$ cat config.mk
export PLATFORM = sky130hd
export DESIGN_NAME = tcp_timer
export DESIGN_NICKNAME = d
export VERILOG_FILES = /design/src/hw/tcp_pkg.sv /design/src/hw/tcp_pin_sync.sv /design/src/hw/tcp_timer.sv
export VERILOG_INCLUDE_DIRS = /design/src /design/src/hw
export SDC_FILE = /design/constraint.sdc
export NUM_CORES = 1
export LEC_CHECK = 0
export BUFFER_PORTS_ARGS = -buffer_cell sky130_fd_sc_hd__clkbuf_2
export CORE_AREA = 2 2 183 185
export CTS_CLUSTER_DIAMETER = 80
export DETAILED_ROUTE_END_ITERATION = 6
export DIE_AREA = 0 0 185 187
export PLACE_DENSITY_LB_ADDON = 0.25
export SLEW_MARGIN = 10
export SYNTH_ARGS = -nofsm -noshare
export SYNTH_HDL_FRONTEND = slang
export SYNTH_HIERARCHICAL = 1
export SYNTH_SLANG_ARGS = --single-unit
$ cat constraint.sdc
create_clock -name core_clk_in -period 9.6 [get_ports core_clk_in]
set_input_delay 0.48 -clock core_clk_in [delete_from_list [all_inputs] [get_ports core_clk_in]]
set_output_delay 0.48 -clock core_clk_in [all_outputs]
set_load 0.01 [all_outputs]
$ cat src/hw/tcp_defines.svh
// register offsets, field positions, free-running count limits and sizes of the timer block
`ifndef TCP_DEFINES_SVH
`define TCP_DEFINES_SVH

`define TCP_NCH          2
`define TCP_AW           4
`define TCP_DW           16
`define TCP_NSYNC        5

// synchroniser lanes
`define TCP_SY_CMP       2
`define TCP_SY_FIX       3
`define TCP_SY_EXT       4

// register offsets
`define TCP_A_STATUS     4'h0
`define TCP_A_COUNT      4'h1
`define TCP_A_MODULO     4'h2
`define TCP_A_CH_BASE    4'h3
`define TCP_A_OPTIONS    4'h7

// timer_status_control fields
`define TCP_SC_FLAG      7
`define TCP_SC_IE        6
`define TCP_SC_CENTER_ALIGNED_PWM      5
`define TCP_SC_CLK_HI    4
`define TCP_SC_CLK_LO    3
`define TCP_SC_PS_HI     2
`define TCP_SC_PS_LO     0

// channel control fields
`define TCP_CC_FLAG      7
`define TCP_CC_IE        6
`define TCP_CC_MODE_HI   5
`define TCP_CC_MODE_LO   4
`define TCP_CC_EL_HI     3
`define TCP_CC_EL_LO     2

// system_options_two field
`define TCP_OPT_ROUTE    0

`define TCP_CNT_FREE_LO  16'h0000
`define TCP_CNT_FREE_HI  16'hffff

`endif

$ cat src/hw/tcp_pkg.sv
// types shared by the timer block
`include "tcp_defines.svh"
package tcp_pkg;

  typedef enum logic [1:0] {
    CLK_OFF   = 2'b00,
    CLK_BUS   = 2'b01,
    CLK_FIXED = 2'b10,
    CLK_EXT   = 2'b11
  } tcp_clk_src_e;

  typedef enum logic [1:0] {
    FN_CAP  = 2'b00,
    FN_CMP  = 2'b01,
    FN_EDGE_ALIGNED_PWM = 2'b10,
    FN_CENTER_ALIGNED_PWM = 2'b11
  } tcp_func_e;

  typedef struct packed {
    logic [`TCP_DW-1:0] value;
    logic [1:0]         mode;
    logic [1:0]         edge_lvl;
    logic               ie;
    logic               flag;
    logic               pin;
  } tcp_chan_s;

  typedef struct packed {
    tcp_chan_s [`TCP_NCH-1:0] ch;
    logic [`TCP_DW-1:0]       cnt;
    logic                     cnt_down;
    logic [`TCP_DW-1:0]       modulo;
    logic [6:0]               pre;
    logic                     ovf_flag;
    logic                     ovf_ie;
    logic                     center_aligned_pwm;
    tcp_clk_src_e             clk_src;
    logic [2:0]               ps;
    logic                     route;
    logic [`TCP_DW-1:0]       rdata;
  } tcp_state_s;

  typedef struct packed {
    logic [`TCP_NSYNC-1:0] s1;
    logic [`TCP_NSYNC-1:0] s2;
    logic [`TCP_NSYNC-1:0] s3;
    logic [`TCP_NSYNC-1:0] lvl;
    logic [`TCP_NSYNC-1:0] rise;
    logic [`TCP_NSYNC-1:0] fall;
  } tcp_sync_s;

endpackage

$ cat src/hw/tcp_pin_sync.sv
// three-stage synchroniser with agreement filter and edge pulses for external inputs
`timescale 1ns/1ps
`include "tcp_defines.svh"
module tcp_pin_sync
(
  input  wire logic                  core_clk_in,
  input  wire logic                  resetn_in,
  input  wire logic [`TCP_NSYNC-1:0] async_in,
  output logic      [`TCP_NSYNC-1:0] level_out,
  output logic      [`TCP_NSYNC-1:0] rise_out,
  output logic      [`TCP_NSYNC-1:0] fall_out
);

  tcp_pkg::tcp_sync_s st_r;
  tcp_pkg::tcp_sync_s st_nxt;

  always_comb
  begin
    st_nxt      = st_r;
    st_nxt.s1   = async_in;
    st_nxt.s2   = st_r.s1;
    st_nxt.s3   = st_r.s2;
    // a level only moves once stages two and three agree, so one-cycle glitches never count
    for (int i = 0; i < `TCP_NSYNC; i++)
    begin
      if (st_r.s2[i] == st_r.s3[i])
      begin
        st_nxt.lvl[i] = st_r.s3[i];
      end
    end
    st_nxt.rise = st_nxt.lvl & ~st_r.lvl;
    st_nxt.fall = ~st_nxt.lvl & st_r.lvl;
  end

  always_ff @(posedge core_clk_in or negedge resetn_in)
  begin
    if (!resetn_in)
    begin
      st_r <= '0;
    end
    else
    begin
      st_r <= st_nxt;
    end
  end

  assign level_out = st_r.lvl;
  assign rise_out  = st_r.rise;
  assign fall_out  = st_r.fall;

endmodule

$ cat src/hw/tcp_timer.sv
// 16-bit timer with per-channel capture, compare and pwm plus module-wide center-aligned pwm
`timescale 1ns/1ps
`include "tcp_defines.svh"
module tcp_timer
(
  input  wire logic                core_clk_in,
  input  wire logic                resetn_in,
  input  wire logic [`TCP_AW-1:0]  addr_in,
  input  wire logic [`TCP_DW-1:0]  wdata_in,
  input  wire logic                wr_in,
  input  wire logic                rd_in,
  output logic      [`TCP_DW-1:0]  rdata_out,
  input  wire logic                debug_active_in,
  input  wire logic                fixed_clk_in,
  input  wire logic                external_clock_pin_in,
  input  wire logic                comparator_in,
  input  wire logic [`TCP_NCH-1:0] channel_pin_in,
  output logic      [`TCP_NCH-1:0] channel_pin_out,
  output logic      [`TCP_NCH-1:0] channel_pin_oe_out,
  output logic                     ovf_irq_out,
  output logic      [`TCP_NCH-1:0] ch_irq_out
);

  tcp_pkg::tcp_state_s   st_r;
  tcp_pkg::tcp_state_s   st_nxt;
  logic [`TCP_NSYNC-1:0] sy_in;
  logic [`TCP_NSYNC-1:0] sy_rise;
  logic [`TCP_NSYNC-1:0] sy_fall;

  // prescale mask: low ps bits of the prescaler must all be one for a tick
  function automatic logic [6:0] ps_mask(input logic [2:0] ps);
    logic [7:0] full;
    full    = 8'h01 << ps;
    ps_mask = 7'(full - 8'h01);
  endfunction

  function automatic logic is_free(input logic [`TCP_DW-1:0] m);
    is_free = (m == `TCP_CNT_FREE_LO) || (m == `TCP_CNT_FREE_HI);
  endfunction

  function automatic tcp_pkg::tcp_func_e chan_func(input logic center_aligned_pwm, input logic [1:0] mode);
    if (center_aligned_pwm)
    begin
      chan_func = tcp_pkg::FN_CENTER_ALIGNED_PWM;
    end
    else if (mode[1])
    begin
      chan_func = tcp_pkg::FN_EDGE_ALIGNED_PWM;
    end
    else if (mode[0])
    begin
      chan_func = tcp_pkg::FN_CMP;
    end
    else
    begin
      chan_func = tcp_pkg::FN_CAP;
    end
  endfunction

  function automatic logic [`TCP_AW-1:0] ch_addr(input int idx, input logic val);
    ch_addr = `TCP_AW'(`TCP_A_CH_BASE + 2 * idx + int'(val));
  endfunction

  // channel pins, comparator and both clock sources share one synchroniser bank
  always_comb
  begin
    sy_in                = '0;
    sy_in[`TCP_NCH-1:0]  = channel_pin_in;
    sy_in[`TCP_SY_CMP]   = comparator_in;
    sy_in[`TCP_SY_FIX]   = fixed_clk_in;
    sy_in[`TCP_SY_EXT]   = external_clock_pin_in;
  end

  tcp_pin_sync u_sync
  (
    .core_clk_in (core_clk_in),
    .resetn_in   (resetn_in),
    .async_in    (sy_in),
    .level_out   (),
    .rise_out    (sy_rise),
    .fall_out    (sy_fall)
  );

  always_comb
  begin
    logic               src_tick;
    logic               cnt_tick;
    logic               step_up;
    logic               wr_ctl;
    logic               hit;
    logic               cap_rise;
    logic               cap_fall;
    logic [6:0]         mask;
    logic [`TCP_DW-1:0] limit;
    logic [`TCP_DW-1:0] nc;
    tcp_pkg::tcp_func_e fn;
    src_tick = 1'b0;
    cnt_tick = 1'b0;
    step_up  = 1'b0;
    wr_ctl   = 1'b0;
    hit      = 1'b0;
    cap_rise = 1'b0;
    cap_fall = 1'b0;
    mask     = ps_mask(st_r.ps);
    limit    = is_free(st_r.modulo) ? `TCP_CNT_FREE_HI : st_r.modulo;
    nc       = st_r.cnt;
    fn       = tcp_pkg::FN_CAP;
    st_nxt   = st_r;
    // read data stand for exactly the cycle after the strobe
    st_nxt.rdata = '0;

    // register writes first, so that hardware events below win over a flag clear
    if (wr_in)
    begin
      case (addr_in)
        `TCP_A_STATUS:
        begin
          st_nxt.ovf_ie  = wdata_in[`TCP_SC_IE];
          st_nxt.center_aligned_pwm    = wdata_in[`TCP_SC_CENTER_ALIGNED_PWM];
          st_nxt.clk_src = tcp_pkg::tcp_clk_src_e'(wdata_in[`TCP_SC_CLK_HI:`TCP_SC_CLK_LO]);
          st_nxt.ps      = wdata_in[`TCP_SC_PS_HI:`TCP_SC_PS_LO];
          if (wdata_in[`TCP_SC_FLAG])
          begin
            st_nxt.ovf_flag = 1'b0;
          end
        end
        `TCP_A_MODULO:
        begin
          st_nxt.modulo = wdata_in;
        end
        `TCP_A_OPTIONS:
        begin
          st_nxt.route = wdata_in[`TCP_OPT_ROUTE];
        end
        default:
        begin
          st_nxt.route = st_r.route;
        end
      endcase
    end

    // source select and prescaler; debug freezes the tick
    case (st_r.clk_src)
      tcp_pkg::CLK_BUS:   src_tick = 1'b1;
      tcp_pkg::CLK_FIXED: src_tick = sy_rise[`TCP_SY_FIX];
      tcp_pkg::CLK_EXT:   src_tick = sy_rise[`TCP_SY_EXT];
      default:            src_tick = 1'b0;
    endcase
    src_tick = src_tick && !debug_active_in;
    cnt_tick = src_tick && ((st_r.pre & mask) == mask);
    if (src_tick)
    begin
      st_nxt.pre = st_r.pre + 7'h01;
    end

    step_up = !st_r.cnt_down;
    if (cnt_tick)
    begin
      if (st_r.center_aligned_pwm)
      begin
        // up to the modulo, then down to zero; terminal count is the return to zero
        if (step_up)
        begin
          nc = st_r.cnt + 16'h0001;
          if (nc >= limit)
          begin
            st_nxt.cnt_down = 1'b1;
          end
        end
        else
        begin
          nc = st_r.cnt - 16'h0001;
          if (nc == 16'h0000)
          begin
            st_nxt.cnt_down = 1'b0;
            st_nxt.ovf_flag = 1'b1;
          end
        end
      end
      else if (st_r.cnt == limit)
      begin
        nc              = 16'h0000;
        st_nxt.ovf_flag = 1'b1;
      end
      else
      begin
        nc = st_r.cnt + 16'h0001;
      end
      st_nxt.cnt = nc;
    end

    // a counter write only resets, reads leave the sequence alone
    if (wr_in && (addr_in == `TCP_A_COUNT))
    begin
      st_nxt.cnt      = 16'h0000;
      st_nxt.pre      = 7'h00;
      st_nxt.cnt_down = 1'b0;
    end

    for (int i = 0; i < `TCP_NCH; i++)
    begin
      fn = chan_func(st_r.center_aligned_pwm, st_r.ch[i].mode);
      wr_ctl = wr_in && (addr_in == ch_addr(i, 1'b0));
      if (wr_ctl)
      begin
        st_nxt.ch[i].ie       = wdata_in[`TCP_CC_IE];
        st_nxt.ch[i].mode     = wdata_in[`TCP_CC_MODE_HI:`TCP_CC_MODE_LO];
        st_nxt.ch[i].edge_lvl = wdata_in[`TCP_CC_EL_HI:`TCP_CC_EL_LO];
        if (wdata_in[`TCP_CC_FLAG])
        begin
          st_nxt.ch[i].flag = 1'b0;
        end
      end
      if (wr_in && (addr_in == ch_addr(i, 1'b1)))
      begin
        st_nxt.ch[i].value = wdata_in;
      end

      // channel 0 may listen to the comparator instead of its pin
      if ((i == 0) && st_r.route)
      begin
        cap_rise = sy_rise[`TCP_SY_CMP];
        cap_fall = sy_fall[`TCP_SY_CMP];
      end
      else
      begin
        cap_rise = sy_rise[i];
        cap_fall = sy_fall[i];
      end

      hit = cnt_tick && (nc == st_r.ch[i].value);
      case (fn)
        tcp_pkg::FN_CAP:
        begin
          if ((st_r.ch[i].edge_lvl[0] && cap_rise) || (st_r.ch[i].edge_lvl[1] && cap_fall))
          begin
            st_nxt.ch[i].value = st_r.cnt;
            st_nxt.ch[i].flag  = 1'b1;
          end
        end
        tcp_pkg::FN_CMP:
        begin
          // edge field 0:0 still flags, so pinless channels serve as software timers
          if (hit)
          begin
            st_nxt.ch[i].flag = 1'b1;
            case (st_r.ch[i].edge_lvl)
              2'b01:   st_nxt.ch[i].pin = !st_r.ch[i].pin;
              2'b10:   st_nxt.ch[i].pin = 1'b0;
              2'b11:   st_nxt.ch[i].pin = 1'b1;
              default: st_nxt.ch[i].pin = st_r.ch[i].pin;
            endcase
          end
        end
        tcp_pkg::FN_EDGE_ALIGNED_PWM:
        begin
          if (cnt_tick && (nc == 16'h0000))
          begin
            st_nxt.ch[i].pin = !st_r.ch[i].edge_lvl[0];
          end
          // match after period start so a zero value gives no pulse at all
          if (hit)
          begin
            st_nxt.ch[i].pin  = st_r.ch[i].edge_lvl[0];
            st_nxt.ch[i].flag = 1'b1;
          end
        end
        default:
        begin
          if (hit)
          begin
            st_nxt.ch[i].pin  = step_up ? st_r.ch[i].edge_lvl[0] : !st_r.ch[i].edge_lvl[0];
            st_nxt.ch[i].flag = 1'b1;
          end
        end
      endcase
    end

    if (rd_in)
    begin
      case (addr_in)
        `TCP_A_STATUS:
        begin
          st_nxt.rdata[`TCP_SC_FLAG]                  = st_r.ovf_flag;
          st_nxt.rdata[`TCP_SC_IE]                    = st_r.ovf_ie;
          st_nxt.rdata[`TCP_SC_CENTER_ALIGNED_PWM]                  = st_r.center_aligned_pwm;
          st_nxt.rdata[`TCP_SC_CLK_HI:`TCP_SC_CLK_LO] = st_r.clk_src;
          st_nxt.rdata[`TCP_SC_PS_HI:`TCP_SC_PS_LO]   = st_r.ps;
        end
        `TCP_A_COUNT:   st_nxt.rdata = st_r.cnt;
        `TCP_A_MODULO:  st_nxt.rdata = st_r.modulo;
        `TCP_A_OPTIONS: st_nxt.rdata[`TCP_OPT_ROUTE] = st_r.route;
        default:
        begin
          for (int i = 0; i < `TCP_NCH; i++)
          begin
            if (addr_in == ch_addr(i, 1'b0))
            begin
              st_nxt.rdata[`TCP_CC_FLAG]                      = st_r.ch[i].flag;
              st_nxt.rdata[`TCP_CC_IE]                        = st_r.ch[i].ie;
              st_nxt.rdata[`TCP_CC_MODE_HI:`TCP_CC_MODE_LO]   = st_r.ch[i].mode;
              st_nxt.rdata[`TCP_CC_EL_HI:`TCP_CC_EL_LO]       = st_r.ch[i].edge_lvl;
            end
            if (addr_in == ch_addr(i, 1'b1))
            begin
              st_nxt.rdata = st_r.ch[i].value;
            end
          end
        end
      endcase
    end
  end

  // reset clears every function, so no pin is claimed until software asks
  always_ff @(posedge core_clk_in or negedge resetn_in)
  begin
    if (!resetn_in)
    begin
      st_r <= '0;
    end
    else
    begin
      st_r <= st_nxt;
    end
  end

  // pin is claimed only with a clock source, a nonzero edge field and an output function
  always_comb
  begin
    for (int i = 0; i < `TCP_NCH; i++)
    begin
      channel_pin_out[i]    = st_r.ch[i].pin;
      channel_pin_oe_out[i] = (st_r.clk_src != tcp_pkg::CLK_OFF)
                              && (st_r.ch[i].edge_lvl != 2'b00)
                              && (chan_func(st_r.center_aligned_pwm, st_r.ch[i].mode) != tcp_pkg::FN_CAP)
                              && !((i == 0) && st_r.route);
      ch_irq_out[i]         = st_r.ch[i].flag && st_r.ch[i].ie;
    end
  end

  assign ovf_irq_out = st_r.ovf_flag && st_r.ovf_ie;
  assign rdata_out   = st_r.rdata;

endmodule

== Word-level counts from Yosys, hierarchy flattened ==
Index checks and enable logic that the tools add are counted.

* Add/sub/neg operators: 4
* Shifts and indexed selects: 1
* Equal/unequal tests: 34
* Bitwise operators: 7
* Reduce and logical (&&, ||, !) cells: 56
* Order comparisons: 1
* Muxes and demuxes: 72

{| class="wikitable"
|+ Operators with widths
! cell !! count
|-
| 16-bit two-way mux || 14
|-
| 16-bit equality test || 3
|-
| 16-bit zero test || 3
|-
| 17-bit two-way mux || 2
|-
| 1-bit two-way mux || 30
|-
| 7-bit case mux with 4 select lines || 1
|-
| 8-bit case mux with 3 select lines || 1
|-
| 2-bit nonzero test || 12
|-
| 1-bit logical AND || 22
|-
| 1-bit case mux with 3 select lines || 7
|-
| 2-bit two-way mux || 10
|-
| 16-bit by 1-bit adder with 16-bit output (second input constant) || 1
|-
| 16-bit equality test (second input constant) || 1
|-
| 2-bit equality test (second input constant) || 8
|-
| 4-bit by 3-bit equality test with 1-bit output (second input constant) || 4
|-
| 16-bit >= comparator || 1
|-
| 16-bit by 1-bit subtractor with 16-bit output (second input constant) || 1
|-
| 7-bit two-way mux || 2
|-
| 6-bit two-way mux || 2
|-
| 2-bit by 1-bit equality test with 1-bit output (second input constant) || 5
|-
| 5-bit AND reduction || 2
|-
| 9-bit two-way mux || 1
|-
| 4-bit by 2-bit equality test with 1-bit output (second input constant) || 2
|-
| 8-bit two-way mux || 1
|-
| 21 further kinds || 39
|}

* Register bits: 139
* Logic and storage cells: 204
* Output and inout bits: 23
* Input bits: 30

== Depth between registers and ports, before layout ==
Gate-level depths: netlist of the first run.

* Depth after elaboration: 12
* Depth in mapped cells: 18
* Mapped depth without buffers: 15

== Cells and area by module ==
The synthesis of the first run kept the hierarchy.

{| class="wikitable"
|+ By module, submodules not included
! module !! sequential area each (µm²) !! instances !! cells an instance !! area each (µm²)
|-
| tcp_timer || 2777.7 || 1 || 1044 || 8707.1
|-
| tcp_pin_sync || 750.7 || 1 || 60 || 1002.2
|}

== Least setup slack after synthesis of the first run ==
Ideal clock, no wire load.

* Path kind: register to register
* From: reg st_r[34] (netlist bit)
* To: reg st_r (netlist bit channel_pin_out[1])
* Clock period less this slack: 4.215 ns
* Path buffers: 4
* Setup time: 0.120 ns
* Cell stages (with the launch flop): 18
* Path slack: 5.385 ns
* Arrival time: 4.095 ns
* Data required time: 9.480 ns
* Cells stage by stage: dfrtp_1 buf_2 nor4_1 and4_4 buf_6 buf_2 or2_2 ha_1 nor3_1 o211ai_1 a211o_1 or3_1 buf_2 mux2i_1 a211o_1 or4_4 or3_1 and3_1

* Longest elaborated chain between the ends: 11
* Elaborated cells between the ends (all ways): 18
* Those cells by class: 4 x eq/ne; 6 x mux; 8 x reduce/logical

{| class="wikitable"
|+ Ends and longest elaborated chain
! element !! RTL line !! source
|-
| start, declared || tcp_timer.sv:24 || <nowiki>tcp_pkg::tcp_state_s st_r;</nowiki>
|-
| start signal, assigned || tcp_timer.sv:323 || <nowiki>st_r <= st_nxt;</nowiki>
|-
| 16-bit equality test (no source line) or 16-bit zero test (tied branches) || n/a ||
|-
| 1-bit logical OR || tcp_timer.sv:38 || <nowiki>is_free = (m == `TCP_CNT_FREE_LO) || (m == `TCP_CNT_FREE_HI);</nowiki>
|-
| 16-bit two-way mux * || tcp_timer.sv:105 || <nowiki>limit = is_free(st_r.modulo) ? `TCP_CNT_FREE_HI : st_r.modulo;</nowiki>
|-
| 16-bit equality test * || tcp_timer.sv:180 || <nowiki>else if (st_r.cnt == limit)</nowiki>
|-
| 16-bit two-way mux * || tcp_timer.sv:180 ||
|-
| 16-bit two-way mux * || tcp_timer.sv:159 || <nowiki>if (st_r.center_aligned_pwm)</nowiki>
|-
| 16-bit two-way mux * || tcp_timer.sv:157 || <nowiki>if (cnt_tick)</nowiki>
|-
| 16-bit equality test or 16-bit zero test (tied branches) || tcp_timer.sv:231, tcp_timer.sv:257 ||
|-
| 1-bit logical AND, on equally long branches || tcp_timer.sv:231, tcp_timer.sv:257 ||
|-
| 2-bit != test (no source line), or another cell as far along || n/a ||
|-
| 5-bit AND reduction (no source line) or 1-bit case mux with 3 select lines (tied branches) || n/a ||
|}

Mark *: on every way between the ends. The rest lies on a longest branch, timed or not.
A chain may end at the register's enable or synchronous reset.

== Worst setup path in the final report of the first run ==
* From: reg st_r[48] (netlist bit)
* To: reg st_r (netlist bit channel_pin_out[0])

* Longest elaborated chain between the ends: 7
* Elaborated cells between the ends (all ways): 15
* Those cells by class: 2 x eq/ne; 7 x mux; 6 x reduce/logical

{| class="wikitable"
|+ Ends and longest elaborated chain
! element !! RTL line !! source
|-
| 16-bit two-way mux || tcp_timer.sv:162 || <nowiki>if (step_up)</nowiki>
|-
| 16-bit two-way mux || tcp_timer.sv:159 ||
|-
| 16-bit two-way mux || tcp_timer.sv:157 ||
|-
| 16-bit equality test or 16-bit zero test (tied branches) || tcp_timer.sv:231, tcp_timer.sv:257 ||
|-
| 1-bit logical AND, on equally long branches || tcp_timer.sv:231, tcp_timer.sv:257 ||
|-
| 2-bit != test (no source line), or another cell as far along || n/a ||
|-
| 5-bit AND reduction (no source line) or 1-bit case mux with 3 select lines (tied branches) || n/a ||
|}

Several ways; a longest one is shown, not always the timed one. The select of a mux whose other input is x is not followed.

==> impl_metrics.yaml, run 1 <==
timing:
  min_period_ns: 4.74
  fmax_ghz: 0.211
  maxSlewViolCount: 0
  clock_skew_ns: 0.0167
  rsz0062_at_grt: "no"
  setup_violations: 0
  slew_headroom_pct: 24.5
  worst_slew_pin_slew_ns: 1.13
  tns_ns: 0
  period_share_pct: 49.4
  hold_viol_final: 0
yosys:
  syn_area_sq_mm: 0.00959
  ys_warn_count: 6
  synth_cells: 1093
  syn_nets: 1147
  avgSynthCellArea_sq_um: 8.78
cells_and_area:
  final_layout_size_suffix_gt1_share_pct: 15.7
  antennaDiodeCount: 0
  layout.nets: 1137
  final_common_cell: "dfrtp_1"
  layout_common_cells: "dfrtp_1, nor2_1, nand2_1"
  area_growth_pct: 11.6
routing:
  first_pass_iters: 5
  num_vias: 8869
  drc: 0
  wl_mm: 37.0
  viasPerCell: 5.74
  drt_iter0_markers: 896
  postRouteAntennaNets: 0
  wire_per_inst_microns: 24.0
worst_setup_path:
  rr_startpoint: "st_r[48]$_DFFE_PN0P_"
  arrival_ns: 5.07
  cp-start-kind: "flip-flop"
  crit_fanout: 17
  setup.worst_path.end: "channel_pin_out[0]$_DFFE_PN0P_"
  crit_path_start: "st_r[48]$_DFFE_PN0P_"
  end_kind: "flip-flop"
  path_class: "flip-flop to flip-flop"
  required_ns: 9.93
  regToRegSetupSlack_ns: 4.86
  reg2reg_to: "channel_pin_out[0]$_DFFE_PN0P_"
  r2r_cells: 9
floorplanning:
  die-area_sq_mm: 0.0346
  rows: 67
  coreArea_sq_mm: 0.0329
  ios: 53
  dieHeight_microns: 187
  start_util_pct: 29.2
  die_x_microns: 185
grt:
  grtUsageTotal_pct: 21.6
  grt_max_degree: 81
  grt_pass1_vias: 8505
  grt_overflow_total: 0
  grt_pass1_wl_mm: 55.6
  antenna_found_initial: 1
clocking:
  cts_hold_buf: 0
  cts_buffers: 17
  cts_setup_buffers: 0
  clock_sinks: 139
  clockRootBuffer: "clkbuf_16"
  htree_levels: 4
  cts.path.max_buffers: 2
  worst_setup_hold_path_clk_slew_ns: 0.08
  worstSkewPairLatency_ns: 0.44
  cts_tree: "yes"
  ctsResizeCount: 0
hold_path:
  hold_class: "input port to async pin"
power:
  leakagePower_uw: 0.00466
  power_uw: 2540
  power_per_cell_area_mw_per_mm2: 237
  peakVddDrop_v: 0.000123
status:
  outcome: "complete, no violations"
placed_design:
  place.gp.congestion: 0.960
  hpwl_mm: 26.1
  port-buffer-count: 52
flow_run:
  maxCapViolCount: 0
==> report_power, final <==
part | internal (uW) | total (uW) | leakage [uW] | switching [uW]
sequential | 716 | 1020 | 0.00174 | 301
clock | 355 | 692 | 0.000299 | 338
combinational | 358 | 831 | 0.00262 | 473
==> final cells by class <==
cell class                 instances  area, sq um
timing repair buffer              74          432
inverter                          25         93.8
multi-input combinational        826         5520
clock inverter                    15          194
sequential                       139         3480
tap                              448          561
clock buffer                      17          425
fill                            3523        22200
==> critical path, stage by stage (launching register included) <==
cell,delay [ns]
dfrtp_1,0.74
and2_1,0.81
mux2i_1,0.87
xor2_1,0.34
a2bb2oi_1,0.24
nand4_1,0.12
or3_1,0.37
a2111oi_2,0.66
o41ai_1,0.16
a211o_1,0.29
==> registers in the layout (all words and copies together) (netlist names) <==
name,flops
u_sync/st_nxt,10
channel_pin_out,2
u_sync/level_out,5
u_sync/fall_out,3
u_sync/rise_out,5
st_r,93
rdata_out,16
u_sync/st_r,5
==> worst min-delay path by stage <==
stage                                          end                         from  slack, ns
finish                 u_sync/st_nxt[24]$_DFF_PN0_                    resetn_in       0.07
global route           u_sync/st_nxt[23]$_DFF_PN0_                 fixed_clk_in       0.12
CTS                    u_sync/st_nxt[24]$_DFF_PN0_                    resetn_in        0.1
detailed placement     u_sync/st_nxt[15]$_DFF_PN0_  u_sync/st_nxt[20]$_DFF_PN0_       0.34
global placement       u_sync/st_nxt[16]$_DFF_PN0_  u_sync/st_nxt[21]$_DFF_PN0_       0.33
floorplan           channel_pin_out[0]$_DFFE_PN0P_                    resetn_in       0.18
==> metal layers <==
metal / GRT usage, % / up-vias / part of all wire (%)
li1: - / 3965 / -
met1: 29.7 / 4380 / 44
met2: 33.3 / 438 / 45
met3: 4.03 / 82 / 6.9
met4: 9.19 / 4 / 3.9
met5: 0 / - / 0.073
==> stage by stage <==
stage / cells / util [%] / setup slack [ns] / hold slack (ns) / cell area (sq um)
after floorplan: 1093 / - / 5.39 / 0.184 / 9590
after global placement: 1512 / 30.7 / 5.01 / 0.334 / 10100
after detailed placement: 1512 / 30.7 / 5.02 / 0.340 / 10100
after CTS: 1544 / 32.6 / 5.01 / 0.0990 / 10700
after global routing: 1544 / 32.6 / 4.77 / 0.115 / 10700
final: 1544 / 32.6 / 4.86 / 0.0690 / 10700
Power figures use the tool's default switching activity.
==> run 2, diff against run 1 <==
clock period = 4.9 ns   (was 9.6 ns; I/O delays follow)
==> run 2 against run 1 <==
Clock power grew 100%. The flow now finishes with violations (DRC). Maximum frequency grew 5.0%. Die area is the same. Register-to-register slack lost 4.5 ns. Via count grew 1.3%. Sequential share of layout area shrank 0.76 points. Total power grew 100%. Largest cell class unchanged. Hold slack gained 0.040 ns. Sequential cell count is the same.
==> impl_metrics.yaml, run 2 (synthesis results as in run 1) <==
worst_setup_path:
  crit_cells: 12
  critical_path_buf_inv_count: 1
  r2r_cells: 12
  end_kind: "flip-flop"
  crit_family: "simple AND/OR/NAND/NOR gates"
  crit_path_start: "st_r[49]$_DFFE_PN0P_"
  required_ns: 5.21
  crit_chain: "buf_4 > or4_1 > nor4_1 > mux2i_1 > nand2_1 > nor2_1 > nor4_1 > a31oi_1 > or3_1 > a2111oi_2 > o41ai_1 > a211o_1"
  rr_startpoint: "st_r[49]$_DFFE_PN0P_"
  slowest_stage: "or4_1"
  path_class: "flip-flop to flip-flop"
  cp-start-kind: "flip-flop"
  slowest_delay_ns: 0.62
  cpMostUsedCell: "nor4_1"
  arrival_ns: 4.83
  crit_fanout: 18
power:
  peakVddDrop_v: 0.000240
  power_uw: 5120
  leakagePower_uw: 0.00482
  power_per_cell_area_mw_per_mm2: 467
timing:
  clock_skew_ns: 0.0101
  maxSlewViolCount: 0
  slew_headroom_pct: 19.6
  period_share_pct: 92.2
  rsz0062_at_grt: "no"
  hold_viol_final: 0
  setup_violations: 0
  worst_slew_pin_slew_ns: 1.20
  tns_ns: 0
  fmax_ghz: 0.221
  min_period_ns: 4.52
grt:
  grt_pass1_vias: 8794
  grtUsageTotal_pct: 22.8
  grt_max_degree: 100
  grt_overflow_total: 0
  antenna_found_initial: 0
  grt_pass1_wl_mm: 58.1
routing:
  postRouteAntennaNets: 0
  viasPerCell: 5.70
  num_vias: 8981
  drc: 3
  wl_mm: 38.8
  first_pass_iters: 7
  wire_per_inst_microns: 24.6
  drt_iter0_markers: 998
cells_and_area:
  layout.nets: 1169
  regMostFlops: "st_r"
  layout_common_cells: "dfrtp_1, nor2_1, nand2_1"
  stdcell_count: 1576
  final_layout_size_suffix_gt1_share_pct: 17.6
  antennaDiodeCount: 0
  area_growth_pct: 14.3
  fillers: 3581
  final_common_cell: "dfrtp_1"
  final_cell_area_sq_mm: 0.0110
  final_util_pct: 33.4
  largest_reg_flops: 93
hold_path:
  whs_path_depth: 2
  hold_class: "input port to flip-flop"
  min_from: "wdata_in[9]"
floorplanning:
  ios: 53
  dieHeight_microns: 187
  rows: 67
  coreArea_sq_mm: 0.0329
  start_util_pct: 29.2
  die_x_microns: 185
  die-area_sq_mm: 0.0346
placed_design:
  dp_cells: 1538
  placed_area_sq_mm: 0.0103
  port-buffer-count: 52
  place.gp.congestion: 1.00
  hpwl_mm: 28.9
status:
  outcome: "finished with violations"
  violations: "DRC"
clocking:
  worstSkewPairLatency_ns: 0.43
  cts_buffers: 17
  htree_levels: 4
  worst_setup_hold_path_clk_slew_ns: 0.07
  cts_setup_buffers: 0
  clock_sinks: 139
  clockRootBuffer: "clkbuf_16"
  cts.path.max_buffers: 2
  cts_tree: "yes"
flow_run:
  maxCapViolCount: 0
==> run 2: path summary, 6_finish.rpt <==
check / end / slack [ns]
min reg2reg: u_sync/st_nxt[17]$_DFF_PN0_ / 0.35
max reg2reg: channel_pin_out[0]$_DFFE_PN0P_ / 0.38
max in group asynchronous: st_r[55]$_DFFE_PN0P_ / 3.25
min in group asynchronous: u_sync/st_r[18]$_DFF_PN0_ / 0.51
min: st_r[41]$_DFFE_PN0P_ / 0.11
max: channel_pin_out[0]$_DFFE_PN0P_ / 0.38
==> run 2: layout make-up <==
cell class              instances  area, sq um  share of cell area [%]
repair buffers                106          687                    6.27
clock buffers                  17          425                    3.88
flip-flops and latches        139         3480                    31.7
inverters                      25         93.8                   0.856
clock inverters                15          191                    1.75
well taps                     448          561                    5.11
multi-input cells             826         5520                    50.4
==> run 2: through the flow <==
step	worst slack, ns	hold WS [ns]
finish	0.383	0.109
global route	0.211	0.100
CTS	0.449	0.0950
detailed placement	0.468	0.336
global placement	0.527	0.335
floorplan	0.685	-0.0506
==> run 2: worst register-to-register path: stages, from the launching register on <==
cell,delay [ns]
dfrtp_1,0.38
buf_4,0.23
or4_1,0.62
nor4_1,0.46
mux2i_1,0.37
nand2_1,0.19
nor2_1,0.05
nor4_1,0.53
a31oi_1,0.20
or3_1,0.37
a2111oi_2,0.57
o41ai_1,0.16
a211o_1,0.28
==> run 2: power by group <==
part / total (uW) / internal (uW) / switching [uW]
clock: 1400 / 782 / 616
sequential: 1960 / 1400 / 557
combinational: 1760 / 751 / 1010
==> run 2: routing by layer <==
| metal | vias to the layer above | routed length [microns] | global-route usage (%) | share of wire, % |
|---|---|---|---|---|
| met3 | 87 | 2790 | 4.19 | 7.2 |
| met2 | 422 | 17400 | 35.0 | 45 |
| li1 | 4026 | - | - | - |
| met4 | 0 | 1550 | 9.28 | 4.0 |
| met1 | 4446 | 17000 | 31.4 | 44 |
| met5 | - | 0 | 0 | 0 |
==> run 2: what timing repair did <==
item,in CTS,in global routing
hold endpoints to repair,82,0
hold buffers,6,0
gates resized for setup,0,0
